==> config.mk <==
export PLATFORM = sky130hd
export DESIGN_NAME = ebr_boot_interp
export DESIGN_NICKNAME = d
export VERILOG_FILES = /design/src/ebr_pkg.sv /design/src/ebr_word_fetch.sv /design/src/ebr_boot_interp.sv
export SDC_FILE = /design/constraint.sdc
export NUM_CORES = 1
export LEC_CHECK = 0
export BUFFER_PORTS_ARGS = -buffer_cell sky130_fd_sc_hd__buf_2
export CAP_MARGIN = 5
export CELL_PAD_IN_SITES_DETAIL_PLACEMENT = 1
export CELL_PAD_IN_SITES_GLOBAL_PLACEMENT = 1
export CORE_ASPECT_RATIO = 2
export CORE_UTILIZATION = 30
export CTS_BUF_LIST = sky130_fd_sc_hd__clkbuf_16
export DETAILED_ROUTE_END_ITERATION = 8
export PLACE_DENSITY = 0.57
export SLEW_MARGIN = 20
export SYNTH_ARGS = -nofsm -noshare
export SYNTH_HDL_FRONTEND = slang
export SYNTH_SLANG_ARGS = --single-unit
==> constraint.sdc <==
create_clock -name sys_clk -period 3.5 [get_ports sys_clk]
set_input_delay 0.525 -clock sys_clk [delete_from_list [all_inputs] [get_ports sys_clk]]
set_output_delay 0.525 -clock sys_clk [all_outputs]
set_load 0.02 [all_outputs]
==> src/ebr_pkg.sv <==
// Constants, carriers and helpers shared by the boot record interpreter
package ebr_pkg;

  // Record command patterns found in the second word of each record
  localparam logic [15:0] EBR_CMD_RUN   = 16'h9999;
  localparam logic [15:0] EBR_CMD_WAIT  = 16'h5555;
  localparam logic [15:0] EBR_CMD_JUMP  = 16'haaaa;
  localparam logic [15:0] EBR_CMD_WRITE = 16'h6666;

  // Byte addresses and steps in the EEPROM image, and entry counts
  localparam logic [15:0] EBR_REC_START = 16'h0008;
  localparam logic [15:0] EBR_WORD_STEP = 16'h0002;
  localparam logic [15:0] EBR_BYTE_STEP = 16'h0001;
  localparam logic [15:0] EBR_ONE_ENTRY = 16'h0001;
  localparam logic [15:0] EBR_NO_ENTRY  = 16'h0000;

  typedef enum logic [3:0] {
    ST_START,
    ST_CNT,
    ST_CMD,
    ST_ADDR,
    ST_DATA,
    ST_MASK,
    ST_OFS,
    ST_RD,
    ST_WR,
    ST_DONE,
    ST_ERR
  } ebr_state_t;

  // Register bus request carrier
  typedef struct packed {
    logic        we;
    logic [15:0] addr;
    logic [15:0] wdata;
  } ebr_rb_req_t;

  // Whole state of the interpreter
  typedef struct packed {
    ebr_state_t  st;
    logic        pend;
    logic        rb_pend;
    logic        rb_we;
    logic [15:0] ptr;
    logic [15:0] cnt;
    logic [15:0] cmd;
    logic [15:0] radr;
    logic [15:0] rdat;
    logic [15:0] mask;
    logic [15:0] ofs;
    logic        run;
    logic        done;
    logic        err;
  } ebr_ctl_t;

  // Whole state of the word fetcher
  typedef struct packed {
    logic        busy;
    logic        low;
    logic [15:0] addr;
    logic [7:0]  hi;
    logic [15:0] word;
    logic        valid;
  } ebr_fetch_t;

  localparam ebr_ctl_t   EBR_CTL_RST   = '0;
  localparam ebr_fetch_t EBR_FETCH_RST = '0;

  // Bits with mask 1 take part in the compare
  function automatic logic ebr_match(input logic [15:0] rd, input logic [15:0] exp,
                                     input logic [15:0] mask);
    ebr_match = ((rd ^ exp) & mask) == 16'h0000;
  endfunction

  // Only bits with enable 1 take the new value
  function automatic logic [15:0] ebr_merge(input logic [15:0] rd, input logic [15:0] nw,
                                            input logic [15:0] en);
    ebr_merge = (rd & ~en) | (nw & en);
  endfunction

  // Low byte of the offset sits one byte before ptr; offset counts words, signed
  function automatic logic [15:0] ebr_jump(input logic [15:0] ptr, input logic [15:0] ofs);
    ebr_jump = ptr - EBR_BYTE_STEP + {ofs[14:0], 1'b0};
  endfunction

endpackage

==> src/ebr_word_fetch.sv <==
// Reads one 16-bit word, high byte first, from two consecutive EEPROM bytes
`timescale 1ns/100ps
module ebr_word_fetch (
  input  wire logic        sys_clk,     // System clock
  input  wire logic        rst,         // Synchronous reset
  input  wire logic        start,       // Begin a word read
  input  wire logic [15:0] start_addr,  // Byte address of the high byte
  output logic             word_valid,  // Word ready, one cycle
  output logic      [15:0] word,        // Fetched word
  output logic             ee_rd_req,   // Byte read request, held
  output logic      [15:0] ee_addr,     // Byte address to read
  input  wire logic        ee_rd_ack,   // Byte returned, one cycle
  input  wire logic [7:0]  ee_rd_data   // Returned byte
);

  ebr_pkg::ebr_fetch_t q, d;

  always_comb begin
    d = q;
    d.valid = 1'b0;
    if (!q.busy) begin
      if (start) begin
        d.busy = 1'b1;
        d.low  = 1'b0;
        d.addr = start_addr;
      end
    end else if (ee_rd_ack) begin
      if (!q.low) begin
        d.hi   = ee_rd_data;
        d.low  = 1'b1;
        d.addr = q.addr + ebr_pkg::EBR_BYTE_STEP;
      end else begin
        d.word  = {q.hi, ee_rd_data};
        d.valid = 1'b1;
        d.busy  = 1'b0;
      end
    end
  end

  always_ff @(posedge sys_clk) begin
    if (rst) begin
      q <= ebr_pkg::EBR_FETCH_RST;
    end else begin
      q <= d;
    end
  end

  assign ee_rd_req  = q.busy;
  assign ee_addr    = q.addr;
  assign word       = q.word;
  assign word_valid = q.valid;

endmodule // ebr_word_fetch

==> src/ebr_boot_interp.sv <==
// Boot record interpreter: walks EEPROM records and drives the register bus
`timescale 1ns/100ps
module ebr_boot_interp (
  input  wire logic               sys_clk,     // System clock
  input  wire logic               rst,         // Synchronous reset
  output logic                    ee_rd_req,   // EEPROM byte read request
  output logic             [15:0] ee_addr,     // EEPROM byte address
  input  wire logic               ee_rd_ack,   // EEPROM byte returned
  input  wire logic        [7:0]  ee_rd_data,  // EEPROM byte data
  output logic                    rb_valid,    // Register access request, held
  output ebr_pkg::ebr_rb_req_t    rb_cmd,      // Write flag, address, write data
  input  wire logic               rb_ack,      // Access complete, one cycle
  input  wire logic        [15:0] rb_rdata,    // Read data with rb_ack
  output logic                    run_start,   // Self-start pulse
  output logic                    boot_done,   // Loading finished
  output logic                    boot_err     // Bad record met
);

  ebr_pkg::ebr_ctl_t q, d;
  logic              wf_start;
  logic              wf_valid;
  logic [15:0]       wf_word;

  ebr_word_fetch u_ebr_word_fetch (
    .sys_clk    (sys_clk),
    .rst        (rst),
    .start      (wf_start),
    .start_addr (q.ptr),
    .word_valid (wf_valid),
    .word       (wf_word),
    .ee_rd_req  (ee_rd_req),
    .ee_addr    (ee_addr),
    .ee_rd_ack  (ee_rd_ack),
    .ee_rd_data (ee_rd_data)
  );

  always_comb begin
    d        = q;
    d.run    = 1'b0;
    wf_start = 1'b0;
    case (q.st)
      ebr_pkg::ST_START: begin
        d.ptr = ebr_pkg::EBR_REC_START;
        d.st  = ebr_pkg::ST_CNT;
      end
      ebr_pkg::ST_CNT, ebr_pkg::ST_CMD, ebr_pkg::ST_ADDR,
      ebr_pkg::ST_DATA, ebr_pkg::ST_MASK, ebr_pkg::ST_OFS: begin
        if (!q.pend) begin
          wf_start = 1'b1;
          d.pend   = 1'b1;
        end else if (wf_valid) begin
          d.pend = 1'b0;
          d.ptr  = q.ptr + ebr_pkg::EBR_WORD_STEP;
          case (q.st)
            ebr_pkg::ST_CNT: begin
              d.cnt = wf_word;
              d.st  = ebr_pkg::ST_CMD;
            end
            ebr_pkg::ST_CMD: begin
              d.cmd = wf_word;
              if (q.cnt == ebr_pkg::EBR_NO_ENTRY) begin
                d.st  = ebr_pkg::ST_ERR;
                d.err = 1'b1;
              end else begin
                case (wf_word)
                  ebr_pkg::EBR_CMD_RUN: begin
                    d.st   = ebr_pkg::ST_DONE;
                    d.run  = 1'b1;
                    d.done = 1'b1;
                  end
                  ebr_pkg::EBR_CMD_WAIT, ebr_pkg::EBR_CMD_JUMP,
                  ebr_pkg::EBR_CMD_WRITE: begin
                    d.st = ebr_pkg::ST_ADDR;
                  end
                  default: begin
                    d.st  = ebr_pkg::ST_ERR;
                    d.err = 1'b1;
                  end
                endcase
              end
            end
            ebr_pkg::ST_ADDR: begin
              d.radr = wf_word;
              d.st   = ebr_pkg::ST_DATA;
            end
            ebr_pkg::ST_DATA: begin
              d.rdat = wf_word;
              d.st   = ebr_pkg::ST_MASK;
            end
            ebr_pkg::ST_MASK: begin
              // Write records carry their bit enables in this slot
              d.mask = wf_word;
              d.st   = (q.cmd == ebr_pkg::EBR_CMD_JUMP) ? ebr_pkg::ST_OFS
                                                        : ebr_pkg::ST_RD;
            end
            default: begin
              d.ofs = wf_word;
              d.st  = ebr_pkg::ST_RD;
            end
          endcase
        end
      end
      ebr_pkg::ST_RD: begin
        if (!q.rb_pend) begin
          d.rb_pend = 1'b1;
          d.rb_we   = 1'b0;
        end else if (rb_ack) begin
          d.rb_pend = 1'b0;
          case (q.cmd)
            ebr_pkg::EBR_CMD_WAIT: begin
              // No timeout: a register that never matches holds boot here
              if (ebr_pkg::ebr_match(rb_rdata, q.rdat, q.mask)) begin
                d.st = ebr_pkg::ST_CNT;
              end
            end
            ebr_pkg::EBR_CMD_JUMP: begin
              if (ebr_pkg::ebr_match(rb_rdata, q.rdat, q.mask)) begin
                d.ptr = ebr_pkg::ebr_jump(q.ptr, q.ofs);
              end
              d.st = ebr_pkg::ST_CNT;
            end
            default: begin
              d.rdat = ebr_pkg::ebr_merge(rb_rdata, q.rdat, q.mask);
              d.st   = ebr_pkg::ST_WR;
            end
          endcase
        end
      end
      ebr_pkg::ST_WR: begin
        if (!q.rb_pend) begin
          d.rb_pend = 1'b1;
          d.rb_we   = 1'b1;
        end else if (rb_ack) begin
          d.rb_pend = 1'b0;
          d.cnt     = q.cnt - ebr_pkg::EBR_ONE_ENTRY;
          d.st      = (q.cnt == ebr_pkg::EBR_ONE_ENTRY) ? ebr_pkg::ST_CNT
                                                        : ebr_pkg::ST_ADDR;
        end
      end
      ebr_pkg::ST_DONE, ebr_pkg::ST_ERR: begin
        d.st = q.st;
      end
      default: begin
        d.st  = ebr_pkg::ST_ERR;
        d.err = 1'b1;
      end
    endcase
  end

  always_ff @(posedge sys_clk) begin
    if (rst) begin
      q <= ebr_pkg::EBR_CTL_RST;
    end else begin
      q <= d;
    end
  end

  assign rb_valid     = q.rb_pend;
  assign rb_cmd.we    = q.rb_we;
  assign rb_cmd.addr  = q.radr;
  assign rb_cmd.wdata = q.rdat;
  assign run_start    = q.run;
  assign boot_done    = q.done;
  assign boot_err     = q.err;
endmodule // ebr_boot_interp

Word level (Yosys, flattened, before mapping)
Index checks and enable logic that the tools add are counted.

Multiplexer cells: 54. Reductions and logical operators: 32. Bitwise gates (word level): 17. $add $sub $neg: 5. Equal/unequal tests: 35.

Operator list (number): 16-bit 2-to-1 mux (15); 115-bit 2-to-1 mux (2); 16-bit one-hot mux with 2 select lines (2); 16-bit AND (3); 16-bit by 15-bit equality test with 1-bit output (second input constant) (3); 16-bit equality test (second input constant) (3); 16-bit one-hot mux with 3 select lines (1); 43-bit 2-to-1 mux (1); 4-bit one-hot mux with 5 select lines (2); 18-bit 2-to-1 mux (2); 16-bit logical NOT (2); 16-bit by 1-bit subtractor with 16-bit output (second input constant) (2); 2-bit != test (second input constant) (15); 4-bit 2-to-1 mux (7); 24-bit 2-to-1 mux (1); 17-bit 2-to-1 mux (1); 16-bit by 1-bit adder with 16-bit output (second input constant) (1); 16-bit adder (1); 16-bit by 2-bit adder with 16-bit output (second input constant) (1); 16-bit by 1-bit equality test with 1-bit output (second input constant) (1); 4-bit by 3-bit equality test with 1-bit output (second input constant) (4); 16-bit NOT (1); 16-bit OR (1); 4-bit one-hot mux with 2 select lines (2); 28 further kinds (69).

Bits of input ports: 28. Output and inout bits: 54. Register bits after elaboration: 165. Logic and storage cells: 163.

Logic depth before layout (Yosys ltp)
Gate-level depths: netlist (run 1).

Word-level depth: 8. Mapped depth: 13. Depth with buffers taken out: 13.

By module
From an unflattened synthesis (run 1), not the netlist that was laid out.

Cells, all modules: 1194. Area, all modules: 9552.9 µm².

By module, submodules not included: ebr_boot_interp (area each 7504.7 µm², sequential area each 2422.3 µm², instances 1, cells an instance 955); ebr_word_fetch (area each 2048.2 µm², sequential area each 860.8 µm², instances 1, cells an instance 239).

Worst setup path before layout (run 1)
No wires, ideal clock.

Kind: reg2reg. From: register q[100] (netlist name). To: register q[114] (netlist name). Stages on the path, launching flop included: 14. Clock period less this slack: 2.564 ns. Data arrival time: 2.450 ns. Library setup time: 0.114 ns. Slack: 0.936 ns. Path buffers: 0. Required time: 3.386 ns. Cells stage by stage: dfxtp_1 -> inv_1 -> ha_1 -> inv_1 -> ha_1 -> inv_1 -> fa_1 -> nor2b_1 -> o31a_1 -> o221ai_1 -> a31o_2 -> xnor2_1 -> o32ai_1 -> a21o_1.

Longest elaborated chain between the ends: 7. Elaborated cells on any way between the ends: 10. Those cells by class: add/sub (3); mux (7).

Ends and longest elaborated chain: from (decl) (line ebr_boot_interp.sv:19) `ebr_pkg::ebr_ctl_t q, d;`; from (signal assigned) (line ebr_boot_interp.sv:152) `q <= ebr_pkg::EBR_CTL_RST;`; 16-bit by 1-bit subtractor with 16-bit output (line ebr_pkg.sv:83) `ebr_jump = ptr - EBR_BYTE_STEP + {ofs[14:0], 1'b0};`; 16-bit adder (line ebr_pkg.sv:83); 16-bit 2-to-1 mux (line ebr_boot_interp.sv:117) `if (ebr_pkg::ebr_match(rb_rdata, q.rdat, q.mask)) begin`; 16-bit 2-to-1 mux (line ebr_boot_interp.sv:109) `case (q.cmd)`; 16-bit 2-to-1 mux (line ebr_boot_interp.sv:107) `end else if (rb_ack) begin`; 16-bit 2-to-1 mux (line ebr_boot_interp.sv:104) `if (!q.rb_pend) begin`; 16-bit one-hot mux with 3 select lines (*) (line ebr_boot_interp.sv:41) `case (q.st)`.

Mark *: on every way between the ends. The rest lies on a longest branch, timed or not. The select of a mux whose other input is x is not followed. A chain may end at the register's enable or synchronous reset.

Final worst setup path (run 1)
Same ends and word-level chain as after synthesis.

==> flow_summary.yaml, run 1 <==
outcome:
  run_status: "finished, final reports clean"
finish:
  drive_above_1_share_pct: 15.03
  final_util_pct: 33.88
  stdcell_count: 1519
  nets: 1200
  fill_cells: 3612
  n_antenna_cell: 0
  area_growth_syn_to_layout_pct: 10.78
sta:
  clock.fmax_ghz: 0.3403
  setup_tns_ns: 0
  tightest_slew_ns: 0.9898
  hold_ws_ns: 0.3147
  slew_headroom_pct: 34.00
  setup_viol: 0
  skew_ns: 0.01342
  hold_viol_final: 0
  drv_slew: 0
  rsz0062_at_grt: "no"
  fin_crit_sh_pct: 83.95
  fin_crit_ns: 2.938
run:
  max_cap_viol_count: 0
clock_tree:
  htreeDepth: 4
  cts_setup_buffers: 0
  clkTransAtPathRegs_ns: 0.07
  cts_sinks: 164
  cts_buffer_depth: 2
  ctsHoldBuffers: 0
  cts-root-buf: "clkbuf_16"
  numCtsBuffers: 17
  clk_latency_ns: 0.44
  cts_resized: 0
  cts_tree: "done"
worst_hold_path:
  hp-class: "in -> reg"
worst_setup_path:
  cp.required_ns: 3.84
  max_stage_delay_ns: 0.45
  crit_path_start_kind: "flop"
  cp_cell_sequence: "inv_1 > ha_1 > inv_1 > ha_1 > inv_1 > fa_1 > nor2b_1 > o31a_1 > o221ai_1 > a31o_2 > xnor2_1 > o32ai_1 > a21o_1"
  cpMostUsedCell: "inv_1"
  crit_fanout: 7
  cp.arrival_ns: 3.28
  crit_path_end_kind: "flop"
  path_class: "reg -> reg"
  r2r_slack_ns: 0.56
  slowest_stage: "dfxtp_1"
logic_synthesis:
  synthesis.area_um2: 9265
  synthArstFlopShare_pct: 0
  synth_seq_cells: 164
  synth_top_area_share_pct: 35.44
  synth_cells: 1129
  yosys_warnings: 0
  synth-edff-count: 0
  avgSynthCellArea_um2: 8.206
  ys_seq_area_share_pct: 35.44
  synth_cell_type_count: 74
  syn_nets: 1191
  synthTopCellsByArea: "dfxtp_1 (35%), mux2i_1 (7.1%), nor2_1 (5.5%)"
  synth.largest_area_cell: "dfxtp_1"
  ys.flop_type: "dfxtp_1"
global_routing:
  grt_antenna_before_repair: 0
  grt_pass1_wl_mm: 49.78
  grt_use_total_pct: 20.77
  grt_pass1_vias: 8416
  overflow: 0
  grt_max_degree: 115
power:
  power.density_nw_per_um2: 484.9
  leakagePower_nw: 3.933
  comb_power_share_pct: 22.3
  power_frac_clock_pct: 36.8
  intPower_mw: 3.327
  p_sw_mw: 1.650
  ir_drop_mv: 0.3178
  power_frac_seq_pct: 40.9
  swShare_pct: 33.15
die:
  coreArea_um2: 30290
  fp-row-count: 90
  die_w_um: 126.3
  start_util_pct: 30.59
  die-height_um: 250.5
  io_pins: 82
  dieArea_um2: 31630
place:
  globalplace.congestion: 0.8085
  place.port_buffers: 81
  dp.cells: 1487
  dp_hpwl_mm: 23.40
routing:
  drt_pass1_iterations: 4
  via_per_inst: 5.428
  ant_nets: 0
  vias: 8245
  wirelength_mm: 31.82
  drc: 0
  drtIter0Drc: 304
  wire_per_inst_um: 20.94
-- cell families after synthesis --
group | count (synthesis) | synth area share (%)
DFF | 164 | 35.44
xor gates and xnor gates | 31 | 2.930
adders and majority gates | 34 | 4.673
and+or+nand+nor | 362 | 18.95
buffers and inverters | 191 | 10.22
AOI/OAI and AO/OA | 281 | 20.66
muxes | 66 | 7.130
-- power groups by stage --
stage          combinational, mW  clock [mW]  sequential, mW
2_1_floorplan              0.840           0            2.02
3_3_place_gp                1.10           0            2.07
3_5_place_dp                1.11           0            2.07
4_1_cts                     1.12        1.89            2.03
5_1_grt                     1.23        1.95            2.05
6_report                    1.11        1.83            2.03
-- area by class of cell --
type / instances / area (µm²) / share of cell area, %
clock buffer: 17 / 425.4 / 4.145
clock inverter: 15 / 130.1 / 1.268
inverter: 69 / 259.0 / 2.523
multi-input combinational: 774 / 5052 / 49.23
sequential: 164 / 3283 / 31.99
tap: 368 / 460.4 / 4.486
timing repair buffer: 112 / 653.1 / 6.364
-- per-layer routing --
metal  GRT usage [%]  vias to the layer above  routed length, µm
met4           10.88                        0               1422
met5               0                        -                  0
met3           2.926                       49                597
met2           40.30                      126              17730
met1           20.98                     4096              12070
li1                -                     3974                  -
-- synth_stat cells, drive strengths merged, types with 7 or more instances --
cell type,number
a211oi,13
a21o,7
a21oi,80
a221oi,7
a22o,23
a22oi,18
a311oi,15
a31oi,8
and3,8
buf,83
clkbuf,39
dfxtp,164
ha,33
inv,69
mux2i,66
nand2,90
nand3,37
nand4,11
nor2,137
nor3,28
nor4bb,16
o21a,7
o21ai,57
o32ai,9
or3,8
xnor2,10
xor2,21
-- sequential cells by signal, indices dropped and copies added (netlist names), named ones only --
register and count:
rb_cmd 17, u_ebr_word_fetch.word 16, rb_valid 1, q 84, u_ebr_word_fetch.ee_addr 16, u_ebr_word_fetch.ee_rd_req 1, boot_done 1, u_ebr_word_fetch.word_valid 1
u_ebr_word_fetch.q 9, run_start 1, boot_err 1
-- metrics by stage --
stage	setup WS [ns]	total power, mW	cell area [µm²]
2_1_floorplan	0.9364	2.857	9265
3_3_place_gp	0.5899	3.178	9708
3_5_place_dp	0.5700	3.187	9708
4_1_cts	0.5454	5.043	10260
5_1_grt	0.2941	5.223	10260
6_report	0.5618	4.976	10260
-- critical path, delay by kind of cell (launching register included) --
| family | cells | cell delay (ns) |
|---|---|---|
| flip-flops | 1 | 0.45 |
| AND/OR/NAND/NOR | 1 | 0.15 |
| buffers and inverters | 3 | 0.19 |
| XOR/XNOR | 1 | 0.16 |
| adder cells (fa/ha/maj) | 3 | 0.84 |
| AO/OA/AOI/OAI | 5 | 1.03 |
-- worst paths after layout --
path	from	end	cells after the start
worst max-delay path	q[100]	q[114]	13
worst min-delay path	ee_rd_data[4]	u_ebr_word_fetch.word[4]	2
worst max register to register	q[100]	q[114]	13
worst min register to register	u_ebr_word_fetch.q[17]	u_ebr_word_fetch.q[17]	2
-- cells in the final DEF, fill, tap and decap left out, types with 4 or more instances in the layout --
cell / netlist / final
a211oi_1: 11 / 11
a21o_1: 7 / 7
a21oi_1: 80 / 80
a221oi_1: 6 / 6
a22o_1: 23 / 23
a22oi_1: 18 / 18
a311oi_1: 15 / 15
a31oi_1: 8 / 8
a32o_1: 4 / 4
a41oi_1: 4 / 4
and2_1: 4 / 4
and3_1: 8 / 8
buf_2: 31 / 80
buf_4: 51 / 31
clkbuf_16: 0 / 17
clkinvlp_4: 0 / 4
dfxtp_1: 164 / 164
ha_1: 33 / 33
inv_1: 67 / 69
inv_6: 0 / 6
mux2i_1: 66 / 66
nand2_1: 90 / 90
nand2b_1: 4 / 4
nand3_1: 37 / 37
nand4_1: 11 / 11
nor2_1: 135 / 134
nor3_1: 24 / 23
nor3_2: 3 / 4
nor4bb_1: 16 / 16
o21a_1: 7 / 7
o21ai_0: 44 / 44
o21ai_1: 11 / 11
o31ai_1: 4 / 4
o32ai_1: 8 / 8
or3_1: 7 / 7
xnor2_1: 10 / 10
xor2_1: 21 / 21
(Power assumes the default switching activity.)
==> run 2, diff against run 1 <==
--- a/config.mk
+++ b/config.mk
@@ -13,7 +13,7 @@
 export CORE_UTILIZATION = 30
 export CTS_BUF_LIST = sky130_fd_sc_hd__clkbuf_16
 export DETAILED_ROUTE_END_ITERATION = 8
-export PLACE_DENSITY = 0.57
+export PLACE_DENSITY = 0.59
 export SLEW_MARGIN = 20
 export SYNTH_ARGS = -nofsm -noshare
 export SYNTH_HDL_FRONTEND = slang
==> constraint.sdc (replaced) <==
create_clock -name sys_clk -period 2.69 [get_ports sys_clk]
set_input_delay 0.4035 -clock sys_clk [delete_from_list [all_inputs] [get_ports sys_clk]]
set_output_delay 0.4035 -clock sys_clk [all_outputs]
set_load 0.02 [all_outputs]
==> flow_summary.yaml, run 2 (same netlist as run 1, synthesis figures left out) <==
outcome:
  run_status: "finished, final reports clean"
die:
  die-height_um: 250.5
  io_pins: 82
  start_util_pct: 30.59
  dieArea_um2: 31630
  fp-row-count: 90
  die_w_um: 126.3
  coreArea_um2: 30290
power:
  swShare_pct: 32.19
  p_sw_mw: 2.187
  leakagePower_nw: 4.166
  power.density_nw_per_um2: 637.5
  comb_power_share_pct: 27.3
  ir_drop_mv: 0.4602
  intPower_mw: 4.607
  power_frac_seq_pct: 37.9
  p_total_mw: 6.794
  power_frac_clock_pct: 34.9
routing:
  via_per_inst: 5.399
  drc: 0
  wirelength_mm: 32.28
  ant_nets: 0
  wire_per_inst_um: 20.73
  drtIter0Drc: 385
  drt_pass1_iterations: 5
  vias: 8407
worst_setup_path:
  cp.required_ns: 3.03
  crit_path_end_kind: "flop"
  r2r.worst_path.cells: 14
  cp_cell_sequence: "inv_1 > ha_4 > inv_1 > ha_2 > inv_2 > fa_2 > nor2b_2 > o31a_1 > buf_6 > o221ai_4 > a31o_4 > xnor2_2 > o32ai_2 > a21o_1"
  r2r_slack_ns: 0.11
  cp.arrival_ns: 2.92
  crit_fanout: 3
  slowest_stage: "fa_2"
  crit_path_start_kind: "flop"
  path_class: "reg -> reg"
  cpMostUsedCell: "inv_1"
  max_stage_delay_ns: 0.40
finish:
  fill_cells: 3596
  drive_above_1_share_pct: 19.26
  largest_reg_flops: 84
  seq_area_um2: 3287
  n_antenna_cell: 0
  final_common_cell: "dfxtp_1"
  nets: 1239
  final_cell_mix: "dfxtp_1 (161), nor2_1 (133), nand2_1 (90)"
  multi_input_area_um2: 5164
  area_growth_syn_to_layout_pct: 15.02
  regMostFlops: "q"
clock_tree:
  ctsHoldBuffers: 0
  clkTransAtPathRegs_ns: 0.07
  clk_latency_ns: 0.44
  numCtsBuffers: 17
  cts_tree: "done"
  cts_buffer_depth: 2
  cts-root-buf: "clkbuf_16"
  htreeDepth: 4
  cts_sinks: 164
sta:
  slew_headroom_pct: 38.73
  tightest_slew_ns: 0.9189
  fin_crit_ns: 2.577
  hold_viol_final: 0
  clock.fmax_ghz: 0.3881
  drv_slew: 0
  skew_ns: 0.01091
  fin_crit_sh_pct: 95.79
  setup_viol: 0
  setup_tns_ns: 0
  hold_ws_ns: 0.2040
place:
  globalplace.congestion: 0.8372
  place.port_buffers: 81
  dp_hpwl_mm: 24.40
worst_hold_path:
  holdPathStages: 2
  hp-class: "in -> reg"
global_routing:
  grt_antenna_before_repair: 0
  overflow: 0
  grt_pass1_wl_mm: 49.46
  grt_use_total_pct: 20.71
  grt_pass1_vias: 8733
  grt_max_degree: 72
run:
  max_cap_viol_count: 0
==> run 2: cell count changes in the layout (fill, tap and decap cells not counted), sizes merged <==
cell	before	now
clkinv	2	7
clkinvlp	4	2
inv	77	72
bufinv	1	2
buf	112	151
==> run 2: worst paths after layout <==
kind,endpoint,startpoint
min reg2reg,u_ebr_word_fetch.q[18],u_ebr_word_fetch.q[18]
max reg2reg,q[114],q[3]
min,u_ebr_word_fetch.word[1],ee_rd_data[1]
max,q[114],q[3]
==> run 2: per-layer routing <==
layer  global-route usage [%]  wire length [µm]  up-vias
met5                        0                 0        -
met4                    12.63              1771        0
met3                    3.033               673       65
met2                    40.35             17980      150
met1                    20.04             11850     4147
li1                         -                 -     4045
==> run 2: layout make-up <==
class,count,share of cell area (%)
tap,368,4.321
inverter,69,2.430
timing repair buffer,151,8.794
multi-input combinational,774,48.46
clock inverter,14,1.162
clock buffer,17,3.992
sequential,164,30.84
==> run 2: timing repair <==
item	4_1_cts	5_1_grt
setup buffers	0	2
gates resized for setup	0	25
endpoints found under the setup margin	0	9
endpoints found under the hold margin	0	0
==> run 2: critical path: cells and delay by family, from the launching register on <==
family          cells  cell delay [ns]
buf+inv             4             0.29
compound gates      5             0.82
flops               1             0.32
xor+xnor            1             0.13
fa+ha+maj           3             0.77
simple gates        1             0.14
==> run 2: power by group through the flow <==
stage	Combinational, mW	Sequential (mW)	Clock [mW]
2_1_floorplan	1.09	2.62	0
3_3_place_gp	1.70	2.62	0
3_5_place_dp	1.71	2.63	0
4_1_cts	1.73	2.57	2.44
5_1_grt	2.01	2.58	2.52
6_report	1.85	2.57	2.37
==> run 2: stage by stage <==
stage / instance area [µm²] / utilization [%] / setup WS [ns] / instances
6_report: 10660 / 35.18 / 0.1134 / 1557
5_1_grt: 10660 / 35.18 / -0.01839 / 1557
4_1_cts: 10520 / 34.74 / 0.005311 / 1555
3_5_place_dp: 9973 / 32.92 / 0.02578 / 1524
3_3_place_gp: 9973 / 32.92 / 0.06445 / 1524
2_1_floorplan: 9265 / - / 0.1264 / 1129
==> run 3, diff against run 2 <==
--- a/config.mk
+++ b/config.mk
@@ -13,7 +13,7 @@
 export CORE_UTILIZATION = 30
 export CTS_BUF_LIST = sky130_fd_sc_hd__clkbuf_16
 export DETAILED_ROUTE_END_ITERATION = 8
-export PLACE_DENSITY = 0.59
+export PLACE_DENSITY = 0.57
 export SLEW_MARGIN = 20
 export SYNTH_ARGS = -nofsm -noshare
 export SYNTH_HDL_FRONTEND = slang
==> constraint.sdc (replaced) <==
create_clock -name sys_clk -period 2.75 [get_ports sys_clk]
set_input_delay 0.4125 -clock sys_clk [delete_from_list [all_inputs] [get_ports sys_clk]]
set_output_delay 0.4125 -clock sys_clk [all_outputs]
set_load 0.02 [all_outputs]
==> flow_summary.yaml, run 3 (same netlist as run 1, synthesis figures left out) <==
outcome:
  run_status: "finished, final reports clean"
sta:
  skew_ns: 0.01074
  clock.fmax_ghz: 0.3743
  hold_viol_final: 0
  fin_ws_ns: 0.07850
  fin_crit_ns: 2.672
  slew_headroom_pct: 34.11
  setup_viol: 0
  tightest_slew_ns: 0.9882
  drv_slew: 0
  fin_crit_sh_pct: 97.15
place:
  place_ws_ns: 0.02131
  dp_hpwl_mm: 24.68
  place_area_um2: 9913
  place.port_buffers: 81
  globalplace.congestion: 0.8747
finish:
  multi_input_area_um2: 5079
  drive_above_1_share_pct: 17.97
  n_antenna_cell: 0
  seq_area_um2: 3286
  regMostFlops: "q"
  largest_reg_flops: 84
  fill_cells: 3640
  nets: 1229
  design_area_um2: 10500
  area_growth_syn_to_layout_pct: 13.33
  final_common_cell: "dfxtp_1"
  final_cell_mix: "dfxtp_1 (162), nor2_1 (134), nand2_1 (90)"
run:
  max_cap_viol_count: 0
routing:
  drtIter0Drc: 331
  wire_per_inst_um: 20.98
  wirelength_mm: 32.47
  via_per_inst: 5.369
  drc: 0
  drt_pass1_iterations: 4
  ant_nets: 0
  vias: 8311
worst_setup_path:
  r2r_slack_ns: 0.08
  crit_path_start_kind: "flop"
  crit_fanout: 3
  cp.arrival_ns: 3.02
  reg2reg_from: "q[101]"
  cp.required_ns: 3.10
  path_class: "reg -> reg"
  reg2reg_to: "q[109]"
  crit_path_end_kind: "flop"
  r2r.worst_path.cells: 11
power:
  power.density_nw_per_um2: 616.5
  intPower_mw: 4.316
  comb_power_share_pct: 24.7
  power_frac_clock_pct: 36.2
  leakagePower_nw: 4.076
  p_sw_mw: 2.157
  ir_drop_mv: 0.4822
  p_total_mw: 6.473
  power_frac_seq_pct: 39.2
  swShare_pct: 33.32
clock_tree:
  clk_latency_ns: 0.45
  cts_sinks: 164
  cts_tree: "done"
  clkTransAtPathRegs_ns: 0.07
  cts_buffer_depth: 2
  cts-root-buf: "clkbuf_16"
  htreeDepth: 4
  ctsHoldBuffers: 0
  numCtsBuffers: 17
global_routing:
  grt_max_degree: 75
  grt_use_total_pct: 21.18
  grt_pass1_vias: 8695
  overflow: 0
  grt_antenna_before_repair: 0
  grt_pass1_wl_mm: 50.29
worst_hold_path:
  holdPathStages: 2
  worstHoldEndpoint: "u_ebr_word_fetch.word[6]"
  worstHoldStart: "ee_rd_data[6]"
  hp-class: "in -> reg"
die:
  die_w_um: 126.3
  fp-row-count: 90
  dieArea_um2: 31630
  io_pins: 82
  die-height_um: 250.5
  start_util_pct: 30.59
  coreArea_um2: 30290
-- run 3: changes by cell type in the layout (fill, tap and decap cells not counted), moves of 3 or more --
cell        previous run  this run
buf_4                 70        61
inv_2                  5         2
inv_6                  0         3
clkinvlp_4             2         5
ha_1                  28        32
ha_4                   3         0
-- run 3: power groups by stage --
| stage | registers (mW) | logic [mW] | clock network (mW) |
|---|---|---|---|
| detailed placement | 2.59 | 1.59 | 0 |
| floorplan | 2.57 | 1.07 | 0 |
| global placement | 2.59 | 1.58 | 0 |
| finish | 2.54 | 1.60 | 2.34 |
| global route | 2.54 | 1.75 | 2.51 |
| CTS | 2.54 | 1.61 | 2.41 |
-- run 3: layout make-up --
| cell class | instances | share of cell area [%] |
|---|---|---|
| inverter | 69 | 2.467 |
| clock inverter | 15 | 1.263 |
| tap | 368 | 4.385 |
| sequential | 164 | 31.29 |
| timing repair buffer | 141 | 8.174 |
| clock buffer | 17 | 4.051 |
| multi-input combinational | 774 | 48.37 |
-- run 3: how the worst max path moves through the flow --
stage | start | end | slack [ns] | cells past startpoint
2_1_floorplan | q[100] | q[114] | 0.19 | 13
3_3_place_gp | q[3] | q[114] | 0.08 | 13
3_5_place_dp | q[101] | q[109] | 0.02 | 11
4_1_cts | q[110] | q[113] | 0.06 | 10
5_1_grt | q[10] | q[111] | -0.01 | 11
6_report | q[101] | q[109] | 0.08 | 11
-- run 3: repair_timing --
item / CTS / global route
gates cloned: 0 / 0
resized for setup: 2 / 8
buffers inserted: 0 / 0
pin swaps: 0 / 2
endpoints found under the setup margin: 1 / 7
-- run 3: layer usage --
metal | vias up | global-route usage (%) | share of wire, %
li1 | 4036 | - | -
met1 | 4101 | 20.36 | 37
met2 | 120 | 42.02 | 57
met3 | 54 | 2.456 | 1.5
met4 | 0 | 12.60 | 5.2
met5 | - | 0 | 0
-- run 3: stage by stage --
stage | cells | utilization [%] | TNS, ns | hold slack (ns)
global placement | 1516 | 32.73 | 0 | 0.4429
CTS | 1548 | 34.61 | 0 | 0.1771
detailed placement | 1516 | 32.73 | 0 | 0.4491
global route | 1548 | 34.66 | -0.01071 | 0.1932
finish | 1548 | 34.66 | 0 | 0.2016
floorplan | 1129 | - | 0 | 0.4360
-- run 3: worst max-delay path, cell delays in order (launching register included) --
cell and delay, ns:
dfxtp_1 0.33, inv_1 0.07, ha_1 0.33, inv_1 0.07, ha_1 0.33, a211oi_2 0.26
o211a_1 0.23, nor2_1 0.08, a31o_2 0.27, xnor2_1 0.22, o32ai_1 0.14, a22o_1 0.24
